$ cat src/rtl/phs_pkg.sv
// Package: constants, carrier types and helper functions of the header coder and scrambler
package phs_pkg;

  // APB register byte offsets
  localparam logic [11:0] PHS_CTRL_OFS     = 12'h000;
  localparam logic [11:0] PHS_STATUS_OFS   = 12'h004;
  localparam logic [11:0] PHS_MASK_OFS     = 12'h008;
  localparam logic [11:0] PHS_INFO_OFS     = 12'h00C;
  localparam logic [11:0] PHS_SCR_OFS      = 12'h010;

  // Reset values
  localparam logic [1:0]  PHS_CTRL_RST     = 2'h1;
  localparam logic [2:0]  PHS_MASK_RST     = 3'h0;

  // Status and mask bit positions
  localparam int          PHS_EV_HDR_DONE  = 0;
  localparam int          PHS_EV_HDR_BAD   = 1;
  localparam int          PHS_EV_UNIT      = 2;
  localparam int          PHS_EV_W         = 3;

  // Control bit positions
  localparam int          PHS_CTRL_SCR_EN  = 0;
  localparam int          PHS_CTRL_BYPASS  = 1;

  // Header layout
  localparam int          PHS_PHY_W        = 40;
  localparam int          PHS_MAC_W        = 80;
  localparam int          PHS_MSG_W        = 120;
  localparam int          PHS_MSG_BYTES    = 15;
  localparam int          PHS_PAR_KEEP     = 8;
  localparam int          PHS_PAR_MOTHER   = 10;
  localparam int          PHS_VEC_W        = 184;
  localparam int          PHS_HALF_DATA    = 92;
  localparam int          PHS_TAIL_W       = 6;
  localparam int          PHS_SYM_W        = 98;
  localparam int          PHS_SEED_POS     = 28;
  localparam int          PHS_INTLV_POS    = 32;
  localparam int          PHS_POWER_POS    = 37;
  localparam logic [3:0]  PHS_BYTE_LAST    = 4'hE;
  localparam logic [4:0]  PHS_DB_STEP      = 5'h3;

  // Reed-Solomon field and generator
  localparam logic [7:0]  PHS_GF_POLY      = 8'h1D;
  localparam int          PHS_RS_FCR       = 0;

  // Scrambler
  localparam int          PHS_PRBS_W       = 9;
  localparam int          PHS_PRBS_TAP     = 5;

  // Header request from the MAC side
  typedef struct packed {
    logic [79:0] mac_hdr;
    logic [2:0]  power;
    logic [1:0]  intlvr;
    logic [1:0]  seed;
    logic [27:0] low_fields;
  } phs_hdr_req_type;

  // One serial payload bit
  typedef struct packed {
    logic valid;
    logic start;
    logic data;
  } phs_bit_type;

  // Multiply by x in GF(256)
  function automatic logic [7:0] phs_xtime(input logic [7:0] a);
    return {a[6:0], 1'b0} ^ (a[7] ? PHS_GF_POLY : 8'h00);
  endfunction

  // GF(256) multiply
  function automatic logic [7:0] phs_gf_mul(input logic [7:0] a, input logic [7:0] b);
    logic [7:0] acc;
    logic [7:0] sh;
    acc = 8'h00;
    sh  = a;
    for (int i = 0; i < 8; i++)
    begin
      if (b[i])
        acc = acc ^ sh;
      sh = phs_xtime(sh);
    end
    return acc;
  endfunction

  // Mother generator polynomial, coefficients 0..9, leading one implied
  function automatic logic [79:0] phs_gen_poly();
    logic [7:0] g [0:10];
    logic [7:0] root;
    logic [79:0] res;
    for (int j = 0; j <= 10; j++)
      g[j] = 8'h00;
    g[0] = 8'h01;
    root = 8'h01;
    for (int k = 0; k < PHS_RS_FCR; k++)
      root = phs_xtime(root);
    for (int i = 0; i < PHS_PAR_MOTHER; i++)
    begin
      for (int j = 10; j > 0; j--)
        g[j] = g[j-1] ^ phs_gf_mul(g[j], root);
      g[0] = phs_gf_mul(g[0], root);
      root = phs_xtime(root);
    end
    for (int j = 0; j < PHS_PAR_MOTHER; j++)
      res[8*j +: 8] = g[j];
    return res;
  endfunction

  localparam logic [79:0] PHS_RS_GEN = phs_gen_poly();

endpackage : phs_pkg

$ cat src/rtl/phs_header_coder.sv
// Header builder, shortened RS coder, header splitter and payload scrambler with APB registers
//
// The implementer's own choices: the placing of the registers and the APB register port.

// Notes on behaviour
// - Transmit power code sits in header bits 37 to 39.
// - Power code maps linearly, 3 dB per step, 0 to 21 dB.
// - Header bits 30, 31 and 34 to 36 are reserved.
// - Reserved header bits are driven to zero.
// - MAC header is copied into the header unaltered.
// - Headers go through a systematic (23,15,4) RS coder, 184-bit result.
// - Tail bits at middle and end give 196 bits, split in two halves of 98.
// - Each half is then convolutionally coded, interleaved and QPSK mapped downstream.
// - Halves become first then second header symbol, each with 1/8 prefix.
// - Zero octets prefix the message, mother (255,245,5) code encodes it.
// - Surplus trailing parity and the padding are dropped, leaving (23,15,4).
// - Header valid flag clears on unrecoverable header, sets otherwise.
// - Payload scrambled by 9-stage PRBS, polynomial x^9 + x^4 + 1.
// - Scrambler reloads each payload unit from the two header seed bits.
// - Seed bits occupy header bits 28 and 29.
// - Sequence repeats every 511 bits; same logic descrambles.
// - Output matches reference sequences for each seed value.
module phs_header_coder
  import phs_pkg::*;
  #(
    parameter logic [8:0] SEED_INIT_00 = 9'h1BC,
    parameter logic [8:0] SEED_INIT_01 = 9'h034,
    parameter logic [8:0] SEED_INIT_10 = 9'h0F0,
    parameter logic [8:0] SEED_INIT_11 = 9'h0CE
  )
  (
    input  wire logic            pclk,
    input  wire logic            presetn,
    input  wire logic            psel,
    input  wire logic            penable,
    input  wire logic            pwrite,
    input  wire logic [11:0]     paddr,
    input  wire logic [31:0]     pwdata,
    output logic      [31:0]     prdata,
    output logic                 pready,
    output logic                 pslverr,
    output logic                 irq,
    input  wire logic            hdr_req_valid,
    input  wire phs_hdr_req_type hdr_req,
    output logic                 hdr_busy,
    output logic                 hdr_out_valid,
    output logic      [97:0]     first_header_symbol,
    output logic      [97:0]     second_header_symbol,
    output logic      [4:0]      relative_power_db,
    input  wire logic            rx_rs_done,
    input  wire logic            rx_rs_fail,
    output logic                 header_valid_flag,
    input  wire phs_bit_type     pay_in,
    output phs_bit_type          pay_out
  );

  // Encoder states
  typedef enum logic [2:0] {
    PHS_ST_IDLE = 3'b001,
    PHS_ST_ENC  = 3'b010,
    PHS_ST_OUT  = 3'b100
  } phs_state_type;

  // Initial shift register contents for a seed; bit 0 is the next output
  function automatic logic [8:0] phs_seed_init(input logic [1:0] seed);
    logic [8:0] v;
    unique case (seed)
      2'h0: v = SEED_INIT_00;
      2'h1: v = SEED_INIT_01;
      2'h2: v = SEED_INIT_10;
      2'h3: v = SEED_INIT_11;
    endcase
    return v;
  endfunction

  // Advance the PRBS by one bit
  function automatic logic [8:0] phs_prbs_step(input logic [8:0] s);
    return {s[PHS_PRBS_TAP] ^ s[0], s[8:1]};
  endfunction

  phs_state_type         state_r;
  logic [119:0]          msg_r;
  logic [119:0]          feed_r;
  logic [3:0]            byte_cnt_r;
  logic [7:0]            par_r [0:9];
  logic [7:0]            par_nxt [0:9];
  logic [7:0]            fb;
  logic [1:0]            seed_r;
  logic [2:0]            power_r;
  logic [8:0]            prbs_r;
  logic [8:0]            prbs_cur;
  logic [1:0]            ctrl_r;
  logic [2:0]            status_r;
  logic [2:0]            mask_r;
  logic [2:0]            ev_set;
  logic [183:0]          vec;
  logic [39:0]           phy_hdr;
  logic                  take;
  logic                  apb_acc;
  logic                  apb_wr;
  logic                  apb_rd;
  logic                  status_rd;
  logic [31:0]           rd_mux;
  logic                  rd_hit;

  assign take    = hdr_req_valid & (state_r == PHS_ST_IDLE);
  assign apb_acc = psel & penable & ~pready;
  assign apb_wr  = psel & penable & pready & pwrite; // Write lands on the answer edge
  assign apb_rd  = apb_acc & ~pwrite;

  // Build the PHY header; low fields cover rate, mode, length and prefix bits
  always_comb
  begin
    phy_hdr = '0;
    phy_hdr[27:0] = hdr_req.low_fields;
    phy_hdr[PHS_SEED_POS +: 2] = hdr_req.seed;
    phy_hdr[PHS_INTLV_POS +: 2] = hdr_req.intlvr;
    phy_hdr[PHS_POWER_POS +: 3] = hdr_req.power;
    // reserved positions 30, 31 and 34 to 36
    phy_hdr[31:30] = 2'h0;
    phy_hdr[36:34] = 3'h0;
  end

  // Encoder sequencing and request capture
  always_ff @(posedge pclk or negedge presetn)
  begin
    if (!presetn)
    begin
      state_r    <= PHS_ST_IDLE;
      msg_r      <= '0;
      feed_r     <= '0;
      byte_cnt_r <= 4'h0;
      seed_r     <= 2'h0;
      power_r    <= 3'h0;
    end
    else
    begin
      unique case (state_r)
        PHS_ST_IDLE:
        begin
          if (take)
          begin
            msg_r      <= {hdr_req.mac_hdr, phy_hdr};
            feed_r     <= {hdr_req.mac_hdr, phy_hdr};
            seed_r     <= hdr_req.seed;
            power_r    <= hdr_req.power;
            byte_cnt_r <= 4'h0;
            state_r    <= PHS_ST_ENC;
          end
        end
        PHS_ST_ENC:
        begin
          feed_r     <= {8'h00, feed_r[119:8]};
          byte_cnt_r <= byte_cnt_r + 4'h1;
          if (byte_cnt_r == PHS_BYTE_LAST)
            state_r <= PHS_ST_OUT;
        end
        PHS_ST_OUT:
          state_r <= PHS_ST_IDLE;
      endcase
    end
  end

  // zero prefix leaves the register zero, so only real octets are fed
  // systematic division by the mother generator, one octet a cycle
  always_comb
  begin
    fb = feed_r[7:0] ^ par_r[PHS_PAR_MOTHER-1];
    par_nxt[0] = phs_gf_mul(fb, PHS_RS_GEN[7:0]);
    for (int j = 1; j < PHS_PAR_MOTHER; j++)
      par_nxt[j] = par_r[j-1] ^ phs_gf_mul(fb, PHS_RS_GEN[8*j +: 8]);
  end

  // Parity registers, cleared at each new header
  generate
    for (genvar j = 0; j < PHS_PAR_MOTHER; j++)
    begin : g_par
      always_ff @(posedge pclk or negedge presetn)
      begin
        if (!presetn)
          par_r[j] <= 8'h00;
        else if (take)
          par_r[j] <= 8'h00;
        else if (state_r == PHS_ST_ENC)
          par_r[j] <= par_nxt[j];
      end
    end
  endgenerate

  // keep the first 8 parity octets, drop the last 2 and the padding
  always_comb
  begin
    vec = '0;
    vec[PHS_MSG_W-1:0] = msg_r;
    for (int k = 0; k < PHS_PAR_KEEP; k++)
      vec[PHS_MSG_W + 8*k +: 8] = par_r[PHS_PAR_MOTHER-1-k];
  end

  // Header outputs and busy flag
  always_ff @(posedge pclk or negedge presetn)
  begin
    if (!presetn)
    begin
      hdr_busy             <= 1'b0;
      hdr_out_valid        <= 1'b0;
      first_header_symbol  <= '0;
      second_header_symbol <= '0;
      relative_power_db    <= 5'h00;
    end
    else
    begin
      hdr_busy      <= take | (state_r == PHS_ST_ENC);
      hdr_out_valid <= (state_r == PHS_ST_OUT);
      if (state_r == PHS_ST_OUT)
      begin
        // tail bits after each 92-bit half
        first_header_symbol  <= {{PHS_TAIL_W{1'b0}}, vec[PHS_HALF_DATA-1:0]};
        second_header_symbol <= {{PHS_TAIL_W{1'b0}}, vec[PHS_VEC_W-1:PHS_HALF_DATA]};
        // symbols handed to the inner coder
        relative_power_db    <= 5'(power_r * PHS_DB_STEP);
      end
    end
  end

  always_ff @(posedge pclk or negedge presetn)
  begin
    if (!presetn)
      header_valid_flag <= 1'b0;
    else if (rx_rs_done)
      header_valid_flag <= ~rx_rs_fail;
  end

  // reload at unit start from the header seed
  // initial state per seed gives the reference sequence
  assign prbs_cur = pay_in.start ? phs_seed_init(seed_r) : prbs_r;

  // x^9 + x^4 + 1 shift register
  // maximal length gives a 511-bit period
  always_ff @(posedge pclk or negedge presetn)
  begin
    if (!presetn)
      prbs_r <= 9'h000;
    else if (pay_in.valid)
      prbs_r <= phs_prbs_step(prbs_cur);
  end

  // payload bit XOR PRBS bit; same path descrambles
  always_ff @(posedge pclk or negedge presetn)
  begin
    if (!presetn)
      pay_out <= '0;
    else
    begin
      pay_out.valid <= pay_in.valid;
      pay_out.start <= pay_in.start & pay_in.valid;
      pay_out.data  <= pay_in.data ^ (prbs_cur[0] & ctrl_r[PHS_CTRL_SCR_EN]);
    end
  end

  // Events that set sticky status bits
  assign ev_set[PHS_EV_HDR_DONE] = (state_r == PHS_ST_OUT);
  assign ev_set[PHS_EV_HDR_BAD]  = rx_rs_done & rx_rs_fail;
  assign ev_set[PHS_EV_UNIT]     = pay_in.valid & pay_in.start;
  assign status_rd = apb_rd & (paddr == PHS_STATUS_OFS);

  // Status: a read clears, a new event in the same cycle wins
  always_ff @(posedge pclk or negedge presetn)
  begin
    if (!presetn)
      status_r <= 3'h0;
    else
      status_r <= (status_rd ? 3'h0 : status_r) | ev_set;
  end

  // Control and mask registers
  always_ff @(posedge pclk or negedge presetn)
  begin
    if (!presetn)
    begin
      ctrl_r <= PHS_CTRL_RST;
      mask_r <= PHS_MASK_RST;
    end
    else if (apb_wr)
    begin
      if (paddr == PHS_CTRL_OFS)
        ctrl_r <= pwdata[1:0];
      if (paddr == PHS_MASK_OFS)
        mask_r <= pwdata[PHS_EV_W-1:0];
    end
  end

  // Interrupt level from unmasked status
  always_ff @(posedge pclk or negedge presetn)
  begin
    if (!presetn)
      irq <= 1'b0;
    else
      irq <= |(((status_rd ? 3'h0 : status_r) | ev_set) & mask_r);
  end

  // Read data selection
  always_comb
  begin
    rd_mux = 32'h0000_0000;
    rd_hit = 1'b1;
    unique case (paddr)
      PHS_CTRL_OFS:   rd_mux[1:0] = ctrl_r;
      PHS_STATUS_OFS: rd_mux[2:0] = status_r;
      PHS_MASK_OFS:   rd_mux[2:0] = mask_r;
      PHS_INFO_OFS:   rd_mux[11:0] = {relative_power_db, hdr_busy, header_valid_flag,
                                      seed_r, power_r};
      PHS_SCR_OFS:    rd_mux[8:0] = prbs_r;
      default:        rd_hit = 1'b0;
    endcase
  end

  // APB answer one cycle into the access phase
  always_ff @(posedge pclk or negedge presetn)
  begin
    if (!presetn)
    begin
      pready  <= 1'b0;
      pslverr <= 1'b0;
      prdata  <= 32'h0000_0000;
    end
    else
    begin
      pready  <= apb_acc;
      pslverr <= apb_acc & ~rd_hit;
      prdata  <= apb_rd ? rd_mux : 32'h0000_0000;
    end
  end

endmodule : phs_header_coder

$ cat config.mk
export PLATFORM = sky130hd
export DESIGN_NAME = phs_header_coder
export DESIGN_NICKNAME = d
export VERILOG_FILES = /design/src/rtl/phs_pkg.sv /design/src/rtl/phs_header_coder.sv
export SDC_FILE = /design/constraint.sdc
export NUM_CORES = 1
export LEC_CHECK = 0
export BUFFER_PORTS_ARGS = -buffer_cell sky130_fd_sc_hd__buf_2
export CAP_MARGIN = 20
export CORE_MARGIN = 2
export CORE_UTILIZATION = 40
export DETAILED_ROUTE_END_ITERATION = 12
export SLEW_MARGIN = 20
export SYNTH_ARGS = -nofsm -noshare
export SYNTH_HDL_FRONTEND = slang
export SYNTH_SLANG_ARGS = --single-unit
$ cat constraint.sdc
create_clock -name pclk -period 2.8 [get_ports pclk]
set_input_delay 0.14 -clock pclk [delete_from_list [all_inputs] [get_ports pclk]]
set_output_delay 0.14 -clock pclk [all_outputs]
set_load 0.02 [all_outputs]
==> results of run 1 <==
-- worst paths after layout --
| check | to | startpoint |
|---|---|---|
| max reg2reg | par_r[14]$_DFFE_PN0P_ | par_r[0]$_DFFE_PN0P_ |
| min in group asynchronous | par_r[51]$_DFFE_PN0P_ | presetn |
| max in group asynchronous | msg_r[64]$_DFFE_PN0P_ | presetn |
| min | status_r[0]$_DFF_PN0_ | paddr[9] |
| max | par_r[14]$_DFFE_PN0P_ | par_r[0]$_DFFE_PN0P_ |
| min reg2reg | msg_r[101]$_DFFE_PN0P_ | msg_r[101]$_DFFE_PN0P_ |
-- what timing repair did --
item	CTS	global route
buffers inserted	0	0
setup endpoints to repair	0	0
hold buffers	136	0
endpoints found under the hold margin	327	0
-- area by class of cell --
| type | count | area, sq um |
|---|---|---|
| fillers | 4942 | 26900 |
| flip-flops and latches | 543 | 13600 |
| multi-input cells | 1361 | 8410 |
| repair buffers | 529 | 3650 |
| clock buffers | 81 | 1650 |
| well taps | 748 | 936 |
| clock inverters | 23 | 287 |
| inverters | 9 | 33.8 |
| diodes | 1 | 2.50 |
-- stage by stage --
step / cells / power (uW) / instance area, sq um
finish: 3295 / 32300 / 28600
global route: 3295 / 34300 / 28600
CTS: 3294 / 32600 / 28600
detailed placement: 3054 / 24500 / 25300
floorplan: 2051 / 20500 / 22700
global placement: 3054 / 24300 / 25300
-- power by group through the flow --
stage | Combinational [uW] | Clock, uW | Sequential [uW]
floorplan | 8980 | 0 | 11500
global placement | 13200 | 0 | 11000
detailed placement | 13400 | 0 | 11100
CTS | 13700 | 7980 | 11000
global route | 14800 | 8330 | 11100
finish | 13600 | 7790 | 11000
-- cell families after synthesis --
logic type               share of synthesized area, %
AO/OA/AOI/OAI                                    3.48
AND/OR/NAND/NOR                                  14.4
XOR/XNOR                                         8.14
adder cells (fa/ha/maj)                         0.644
buffers and inverters                            3.10
multiplexers                                     9.92
flip-flops                                       60.3
other                                          0.0166
-- synthesized netlist by cell type (all sizes together), types with 3 or more instances --
cell type / count / area share, %
a21oi: 21 / 0.47
a22o: 16 / 0.62
a22oi: 9 / 0.30
and3: 7 / 0.19
buf: 48 / 1.4
clkbuf: 90 / 1.5
dfrtp: 541 / 60
ha: 10 / 0.56
inv: 9 / 0.15
mux2: 192 / 9.6
mux2i: 5 / 0.22
nand2: 642 / 11
nand3: 113 / 2.5
nor2: 31 / 0.52
nor2b: 3 / 0.083
o211ai: 3 / 0.10
o21ai: 80 / 1.8
or2: 3 / 0.083
xnor2: 112 / 4.8
xnor3: 14 / 1.4
xor2: 45 / 1.9
-- critical path, cell delays in order (launching register included) --
cell     delay (ps)
dfrtp_1         450
xor2_2          520
xnor3_1         660
xnor2_1         190
buf_4           160
xnor2_1         140
o21ai_1          70
-- routing by layer --
metal | track usage [%] | up-vias | routed length [um]
li1 | - | 7503 | -
met1 | 28.4 | 8094 | 26800
met2 | 33.3 | 381 | 28800
met3 | 4.16 | 88 | 3010
met4 | 5.89 | 0 | 1440
met5 | 0 | - | 0
-- sequential cells by signal, indices dropped and copies added, names as in the netlist, 4 cells and up --
signal                cells
par_r                    80
first_header_symbol      86
msg_r                   112
relative_power_db         5
prbs_r                    9
second_header_symbol     92
prdata                   12
byte_cnt_r                4
feed_r                  120
==> qor.yml, run 1 <==
power_density_nw_per_um2: 1130
post-place-ws_ps: 469
power_frac_clock_pct: 24.1
hold_class: "primary input to flop"
viasPerCell: 4.88
ctsResizeCount: 0
fin_nets: 2683
dieArea_sq_um: 58200
hold_ws_ps: 63.4
ys_seq_area_share_pct: 60.3
grt_usage_pct: 20.7
timing.fmax_ghz: 0.426
antenna_found_initial: 1
path_clk_slew_ps: 60
p_leak_uw: 0.0144
firstDrtPassIters: 4
ios: 412
hpwlAfterDp_mm: 40.9
worstPathMaxFanout: 6
cts.sinks: 543
layout_commonest_cell: "nand2_1"
num_vias: 16100
grt-ovfl-total: 0
area_delta_synth_final_pct: 26.7
syn_inst: 2015
worst_setup_path_start_kind: "flop"
setup_violations: 0
utilization_pct: 51.5
skew_ps: 22.4
async_flop_share_pct: 100
portBuffers: 345
mostFrequentLayoutCells: "nand2_1 (642), dfrtp_1 (541), buf_2 (344), mux2_2 (192), dlygate4sd3_1 (136)"
p_comb_share_pct: 42.0
cts_buffers: 58
min_period_ps: 2350
whs_path_depth: 5
die_h_um: 241
rsz0062_at_grt: "false"
pwr-share-seq_pct: 33.9
synth_area_sq_um: 22500
intPower_uw: 20300
cts_buffer_depth: 3
die_w_um: 241
p_sw_share_pct: 37.2
drtIter0Drc: 888
finalWirelength_mm: 60.1
path_class: "flop to flop"
drcViolationCount: 0
cts_tree: "built"
timing.slew.headroom_pct: 46.5
clock-root-buffer: "clkbuf_16"
p_switching_uw: 12000
critPathRequiredTime_ps: 3260
worstMarginPinSlew_ps: 803
grt_max_degree: 146
ant_nets: 0
r2r_slack_ps: 450
grt_pass1_vias: 16600
yosysUniqueCellTypes: 44
synth_edf_count: 0
synth-seq-cells: 543
grt_pass1_wl_mm: 93.8
finalMaxSlewViolations: 0
status: "finished clean"
core.rowCount: 86
wire_per_inst_um: 18.2
gp_congestion: 0.840
min_period_over_period_pct: 83.8
synthFlopType: "dfrtp_1"
cts-htree-levels: 2
arrival_ps: 2800
cp-end-kind: "flop"
syn_area_per_cell_sq_um: 11.2
setup_ws_ps: 455
initial_utilization_pct: 40.7
tns_ps: 0
ir_drop_v: 0.000936
core-area_sq_um: 55400
synth_warnings: 0
maxCapViolations: 0
finalHoldViolCount: 0
rr_worst_depth: 6
layout-drive-gt1-share_pct: 27.7
clock_latency_ps: 610
Note: power is estimated with default switching activity, not from simulation.
==> run 2: changes to the inputs <==
==> constraint.sdc (replaced) <==
create_clock -name pclk -period 2.01 [get_ports pclk]
set_input_delay 0.1005 -clock pclk [delete_from_list [all_inputs] [get_ports pclk]]
set_output_delay 0.1005 -clock pclk [all_outputs]
set_load 0.02 [all_outputs]
==> qor.yml, run 2 (same netlist as run 1, synthesis figures left out) <==
status: "finished clean"  # unchanged
finalWirelength_mm: 60.5  # was 60.1 mm
top_regs: "feed_r (120), msg_r (112), second_header_symbol (92)"  # unchanged
portBuffers: 345  # unchanged
die_w_um: 241  # unchanged
dieArea_sq_um: 58200  # unchanged
setup_violations: 0  # unchanged
r2r_start: "pready$_DFF_PN0_"  # was par_r[0]$_DFFE_PN0P_
power_uw: 45900  # was 32300 uW
layout_commonest_cell: "nand2_1"  # unchanged
skew_ps: 27.9  # was 22.4 ps
r2r_slack_ps: 30  # was 450 ps
cts_buffers: 56  # was 58
rr_worst_depth: 5  # was 6
worst_r2r_endpoint: "irq$_DFF_PN0_"  # was par_r[14]$_DFFE_PN0P_
core.rowCount: 86  # unchanged
worst_setup_path_start_kind: "flop"  # unchanged
worstMarginPinSlew_ps: 725  # was 803 ps
stdcell_count: 3353  # was 3295
largest_reg_flops: 120  # unchanged
dp.cells: 3096  # was 3054
ant_nets: 0  # unchanged
p_leak_uw: 0.0148  # was 0.0144 uW
timing.fmax_ghz: 0.504  # was 0.426 GHz
wire_per_inst_um: 18.0  # was 18.2 um
initial_utilization_pct: 40.7  # unchanged
rsz0062_at_grt: "true"  # was false
hold_ws_ps: 90.8  # was 63.4 ps
fin_nets: 2742  # was 2683
grt_usage_pct: 20.6  # was 20.7%
grt_max_degree: 95  # was 146
drtIter0Drc: 933  # was 888
cp_cell_sequence: "nand3b_1 -> or4b_4 -> or2_4 -> a22o_1 -> a221o_1"  # was xor2_2 -> xnor3_1 -> xnor2_1 -> buf_4 -> xnor2_1 -> o21ai_1
ir_drop_v: 0.000949  # was 0.000936 V
critPathRequiredTime_ps: 2490  # was 3260 ps
setup_ws_ps: 26.1  # was 455 ps
mostFrequentLayoutCells: "nand2_1 (642), dfrtp_1 (537), buf_2 (344), mux2_2 (192), dlygate4sd3_1 (141)"  # was nand2_1 (642), dfrtp_1 (541), buf_2 (344), mux2_2 (192), dlygate4sd3_1 (136)
worstPathMaxFanout: 2  # was 6
cts.sinks: 543  # unchanged
grt_pass1_vias: 16600  # about the same
cts_tree: "built"  # unchanged
gp_congestion: 0.864  # was 0.840
hold_class: "primary input to async pin"  # was primary input to flop
arrival_ps: 2460  # was 2800 ps
core-area_sq_um: 55400  # unchanged
num_vias: 16100  # about the same
drcViolationCount: 0  # unchanged
min_period_over_period_pct: 98.7  # was 83.8%
cpPeakStageDelay_ps: 510  # was 660 ps
path_class: "flop to flop"  # unchanged
finalMaxSlewViolations: 0  # unchanged
antenna_found_initial: 4  # was 1
grt-ovfl-total: 0  # unchanged
finalHoldViolCount: 0  # unchanged
power_density_nw_per_um2: 1570  # was 1130 nW/um^2
min_period_ps: 1980  # was 2350 ps
ios: 412  # unchanged
grt_pass1_wl_mm: 93.1  # was 93.8 mm
top_register: "feed_r"  # unchanged
area_delta_synth_final_pct: 29.6  # was 26.7%
cp-end-kind: "flop"  # unchanged
path_clk_slew_ps: 60  # about the same
hpwlAfterDp_mm: 41.8  # was 40.9 mm
cts_buffer_depth: 3  # unchanged
maxCapViolations: 0  # unchanged
cts-htree-levels: 2  # unchanged
clock-root-buffer: "clkbuf_16"  # unchanged
timing.slew.headroom_pct: 51.7  # was 46.5%
critPathSlowestCell: "or4b_4"  # was xnor3_1
post-place-ws_ps: -18.6  # was 469 ps
clock_latency_ps: 610  # about the same
viasPerCell: 4.80  # was 4.88
dpl_cell_area_sq_um: 25700  # was 25300 sq um
layout-drive-gt1-share_pct: 29.6  # was 27.7%
die_h_um: 241  # unchanged
firstDrtPassIters: 5  # was 4
final_area_sq_um: 29200  # was 28600 sq um
run 2: changes by cell type in the layout (fill, tap and decap cells not counted), sizes merged:
cell,change
clkinv,+3
inv,-2
diode,+3
clkbuf,-1
dlygate4sd3,+5
clkinvlp,-2
bufinv,-3
buf,+55
run 2: worst max-delay path by stage:
stage                         startpoint                    end  slack (ps)  cells after the start
floorplan               pready$_DFF_PN0_          irq$_DFF_PN0_         -60                      5
global placement        pready$_DFF_PN0_          irq$_DFF_PN0_          -1                      5
detailed placement      pready$_DFF_PN0_          irq$_DFF_PN0_         -20                      5
CTS                     pready$_DFF_PN0_          irq$_DFF_PN0_          -8                      5
global route        par_r[7]$_DFFE_PN0P_  par_r[18]$_DFFE_PN0P_         -40                      6
finish                  pready$_DFF_PN0_          irq$_DFF_PN0_          30                      5
run 2: routing by layer:
metal	GRT usage, %	share of wire (%)	vias to the layer above
met1	27.5	44	8031
li1	-	-	7609
met3	3.86	5.3	71
met5	0	0.021	-
met2	34.4	49	389
met4	5.54	2.0	2
run 2: final cells by class:
type / count / area (sq um)
fill: 4865 / 26200
sequential: 543 / 13600
multi-input combinational: 1361 / 8550
timing repair buffer: 590 / 4280
clock buffer: 79 / 1610
tap: 748 / 936
clock inverter: 19 / 194
inverter: 9 / 33.8
antenna: 4 / 10.0
run 2: report_power, final:
| group | switching [uW] | total (uW) | internal, uW |
|---|---|---|---|
| logic | 10700 | 20400 | 9660 |
| clock network | 4240 | 10200 | 5940 |
| registers | 1940 | 15400 | 13400 |
| total | 16900 | 45900 | 29000 |
run 2: repair_timing:
action                     in CTS  in global routing
resized for setup               3                 20
setup buffers                   1                 12
hold endpoints to repair      500                  0
gates cloned                    0                  1
pin swaps                       3                 15
hold buffers                  141                  0
setup endpoints to repair       2                 29
run 2: per-stage QoR:
step                util, %  TNS, ps
floorplan                 -    -96.8
finish                 52.7        0
global route           52.7     -174
detailed placement     46.4    -18.6
CTS                    52.3    -7.52
global placement       46.4    -1.33
run 2: worst max-delay path: cells and delay by family (launching register included):
family | cells | cell delay (ps)
compound gates | 2 | 510
simple gates | 3 | 950
flops | 1 | 400
==> run 3: changes to the inputs <==
--- a/config.mk
+++ b/config.mk
@@ -8,8 +8,9 @@
 export BUFFER_PORTS_ARGS = -buffer_cell sky130_fd_sc_hd__buf_2
 export CAP_MARGIN = 20
 export CORE_MARGIN = 2
-export CORE_UTILIZATION = 40
+export CORE_UTILIZATION = 37
 export DETAILED_ROUTE_END_ITERATION = 12
+export PLACE_DENSITY_LB_ADDON = 0.05
 export SLEW_MARGIN = 20
 export SYNTH_ARGS = -nofsm -noshare
 export SYNTH_HDL_FRONTEND = slang
==> qor.yml, run 3 (same netlist as run 1, synthesis figures left out) <==
status: "finished clean"  # unchanged
timing.slew.headroom_pct: 35.4  # was 51.7%
hold_class: "primary input to flop"  # was primary input to async pin
critPathRequiredTime_ps: 2500  # was 2490 ps
power_density_nw_per_um2: 1610  # was 1570 nW/um^2
rr_worst_depth: 5  # unchanged
grt_max_degree: 75  # was 95
layout_commonest_cell: "nand2_1"  # unchanged
post-place-ws_ps: -47.7  # was -18.6 ps
timing.fmax_ghz: 0.503  # was 0.504 GHz
r2r_start: "pready$_DFF_PN0_"  # unchanged
top_regs: "feed_r (120), msg_r (112), second_header_symbol (92)"  # unchanged
ant_nets: 0  # unchanged
ios: 412  # unchanged
largest_reg_flops: 120  # unchanged
gp_congestion: 0.827  # was 0.864
die_h_um: 251  # was 241 um
grt_pass1_wl_mm: 100  # was 93.1 mm
cts-htree-levels: 2  # unchanged
grt_usage_pct: 20.4  # was 20.6%
p_leak_uw: 0.0150  # was 0.0148 uW
top_register: "feed_r"  # unchanged
dp.cells: 3155  # was 3096
rsz0062_at_grt: "true"  # unchanged
setup_ws_ps: 22.2  # was 26.1 ps
initial_utilization_pct: 37.4  # was 40.7%
fin_nets: 2761  # was 2742
cts_tree: "built"  # unchanged
finalWirelength_mm: 63.8  # was 60.5 mm
hold_ws_ps: 36.7  # was 90.8 ps
path_class: "flop to flop"  # unchanged
ir_drop_v: 0.000870  # was 0.000949 V
finalHoldViolCount: 0  # unchanged
hpwlAfterDp_mm: 44.1  # was 41.8 mm
area_delta_synth_final_pct: 31.4  # was 29.6%
cp-end-kind: "flop"  # unchanged
die_w_um: 251  # was 241 um
grt_pass1_vias: 16900  # was 16600
wire_per_inst_um: 18.7  # was 18.0 um
core.rowCount: 90  # was 86
arrival_ps: 2480  # was 2460 ps
drcViolationCount: 0  # unchanged
min_to: "status_r[0]$_DFF_PN0_"
setup_violations: 0  # unchanged
maxCapViolations: 0  # unchanged
grt-ovfl-total: 0  # unchanged
num_vias: 16100  # about the same
core-area_sq_um: 60200  # was 55400 sq um
layout-drive-gt1-share_pct: 30.8  # was 29.6%
stdcell_count: 3410  # was 3353
clock_latency_ps: 630  # was 610 ps
worst_setup_path_start_kind: "flop"  # unchanged
mostFrequentLayoutCells: "nand2_1 (642), dfrtp_1 (535), buf_2 (344), mux2_2 (192), dlygate4sd3_1 (137)"  # was nand2_1 (642), dfrtp_1 (537), buf_2 (344), mux2_2 (192), dlygate4sd3_1 (141)
portBuffers: 345  # unchanged
viasPerCell: 4.73  # was 4.80
min_period_over_period_pct: 98.9  # was 98.7%
antenna_found_initial: 2  # was 4
r2r_slack_ps: 20  # was 30 ps
finalMaxSlewViolations: 0  # unchanged
cts_buffers: 59  # was 56
worst_r2r_endpoint: "irq$_DFF_PN0_"  # unchanged
skew_ps: 25.1  # was 27.9 ps
clock-root-buffer: "clkbuf_16"  # unchanged
worstMarginPinSlew_ps: 966  # was 725 ps
firstDrtPassIters: 5  # unchanged
min-delay-start: "paddr[11]"
dieArea_sq_um: 62900  # was 58200 sq um
min_period_ps: 1990  # was 1980 ps
path_clk_slew_ps: 60  # about the same
whs_path_depth: 5
drtIter0Drc: 653  # was 933
cts.sinks: 543  # unchanged
worstPathMaxFanout: 2  # unchanged
cts_buffer_depth: 3  # unchanged
tns_ps: 0  # unchanged
==> run 3: cell count changes in the layout (fill, tap and decap cells not counted), sizes merged <==
cell         delta
dlygate4sd3     -4
bufinv          +1
inv             +3
clkbuf          +5
clkinvlp        -1
buf            +21
clkinv          +1
diode           -3
==> run 3: per-stage QoR <==
step	utilization, %	power [uW]	cell area (sq um)
after detailed placement	43.3	36500	26100
after CTS	48.9	47900	29500
after global routing	49.1	50700	29600
after floorplan	-	28600	22700
after global placement	43.3	36200	26100
final	49.2	47700	29600
==> run 3: final cells by class <==
cell class                      count  area [sq um]
Fill cell                        5587         30600
Inverter                            9          33.8
Timing Repair Buffer              606          4500
Sequential cell                   543         13600
Clock buffer                       85          1700
Tap cell                          782           978
Antenna cell                        1          2.50
Clock inverter                     23           229
Multi-Input combinational cell   1361          8560
==> run 3: worst max-delay path: stages, from the launching register on <==
cell and delay [ps]:
dfrtp_2 400, nand3b_1 180, or4b_4 510, or2_4 250
a22o_1 200, a221o_1 340
==> run 3: worst max path at each step <==
stage                                     from               endpoint  slack [ps]  cells past startpoint
after global routing      par_r[1]$_DFFE_PN0P_  par_r[64]$_DFFE_PN0P_         -50                      5
after global placement        pready$_DFF_PN0_          irq$_DFF_PN0_         -10                      5
final                         pready$_DFF_PN0_          irq$_DFF_PN0_          20                      5
after CTS                     pready$_DFF_PN0_          irq$_DFF_PN0_         -20                      5
after floorplan               pready$_DFF_PN0_          irq$_DFF_PN0_         -60                      5
after detailed placement      pready$_DFF_PN0_          irq$_DFF_PN0_         -50                      5
==> run 3: power by group <==
group	switching [uW]	internal [uW]
Sequential	1920	13400
Clock	4480	6370
Combinational	11000	10500
==> run 3: routing by layer <==
layer  global-route usage, %  vias up  part of all wire [%]  wire [um]
li1                        -     7654                     -          -
met1                    27.0     8081                    44      28400
met2                    34.3      291                    49      31300
met3                    3.76       88                   4.1       2620
met4                    5.59        4                   2.2       1410
met5                       0        -                 0.031         20
==> run 3: what timing repair did <==
item,in CTS,in global routing
setup endpoints to repair,2,42
hold buffers,138,0
setup buffers,1,7
gates resized for setup,3,21
hold endpoints to repair,706,0
pin swaps,1,6
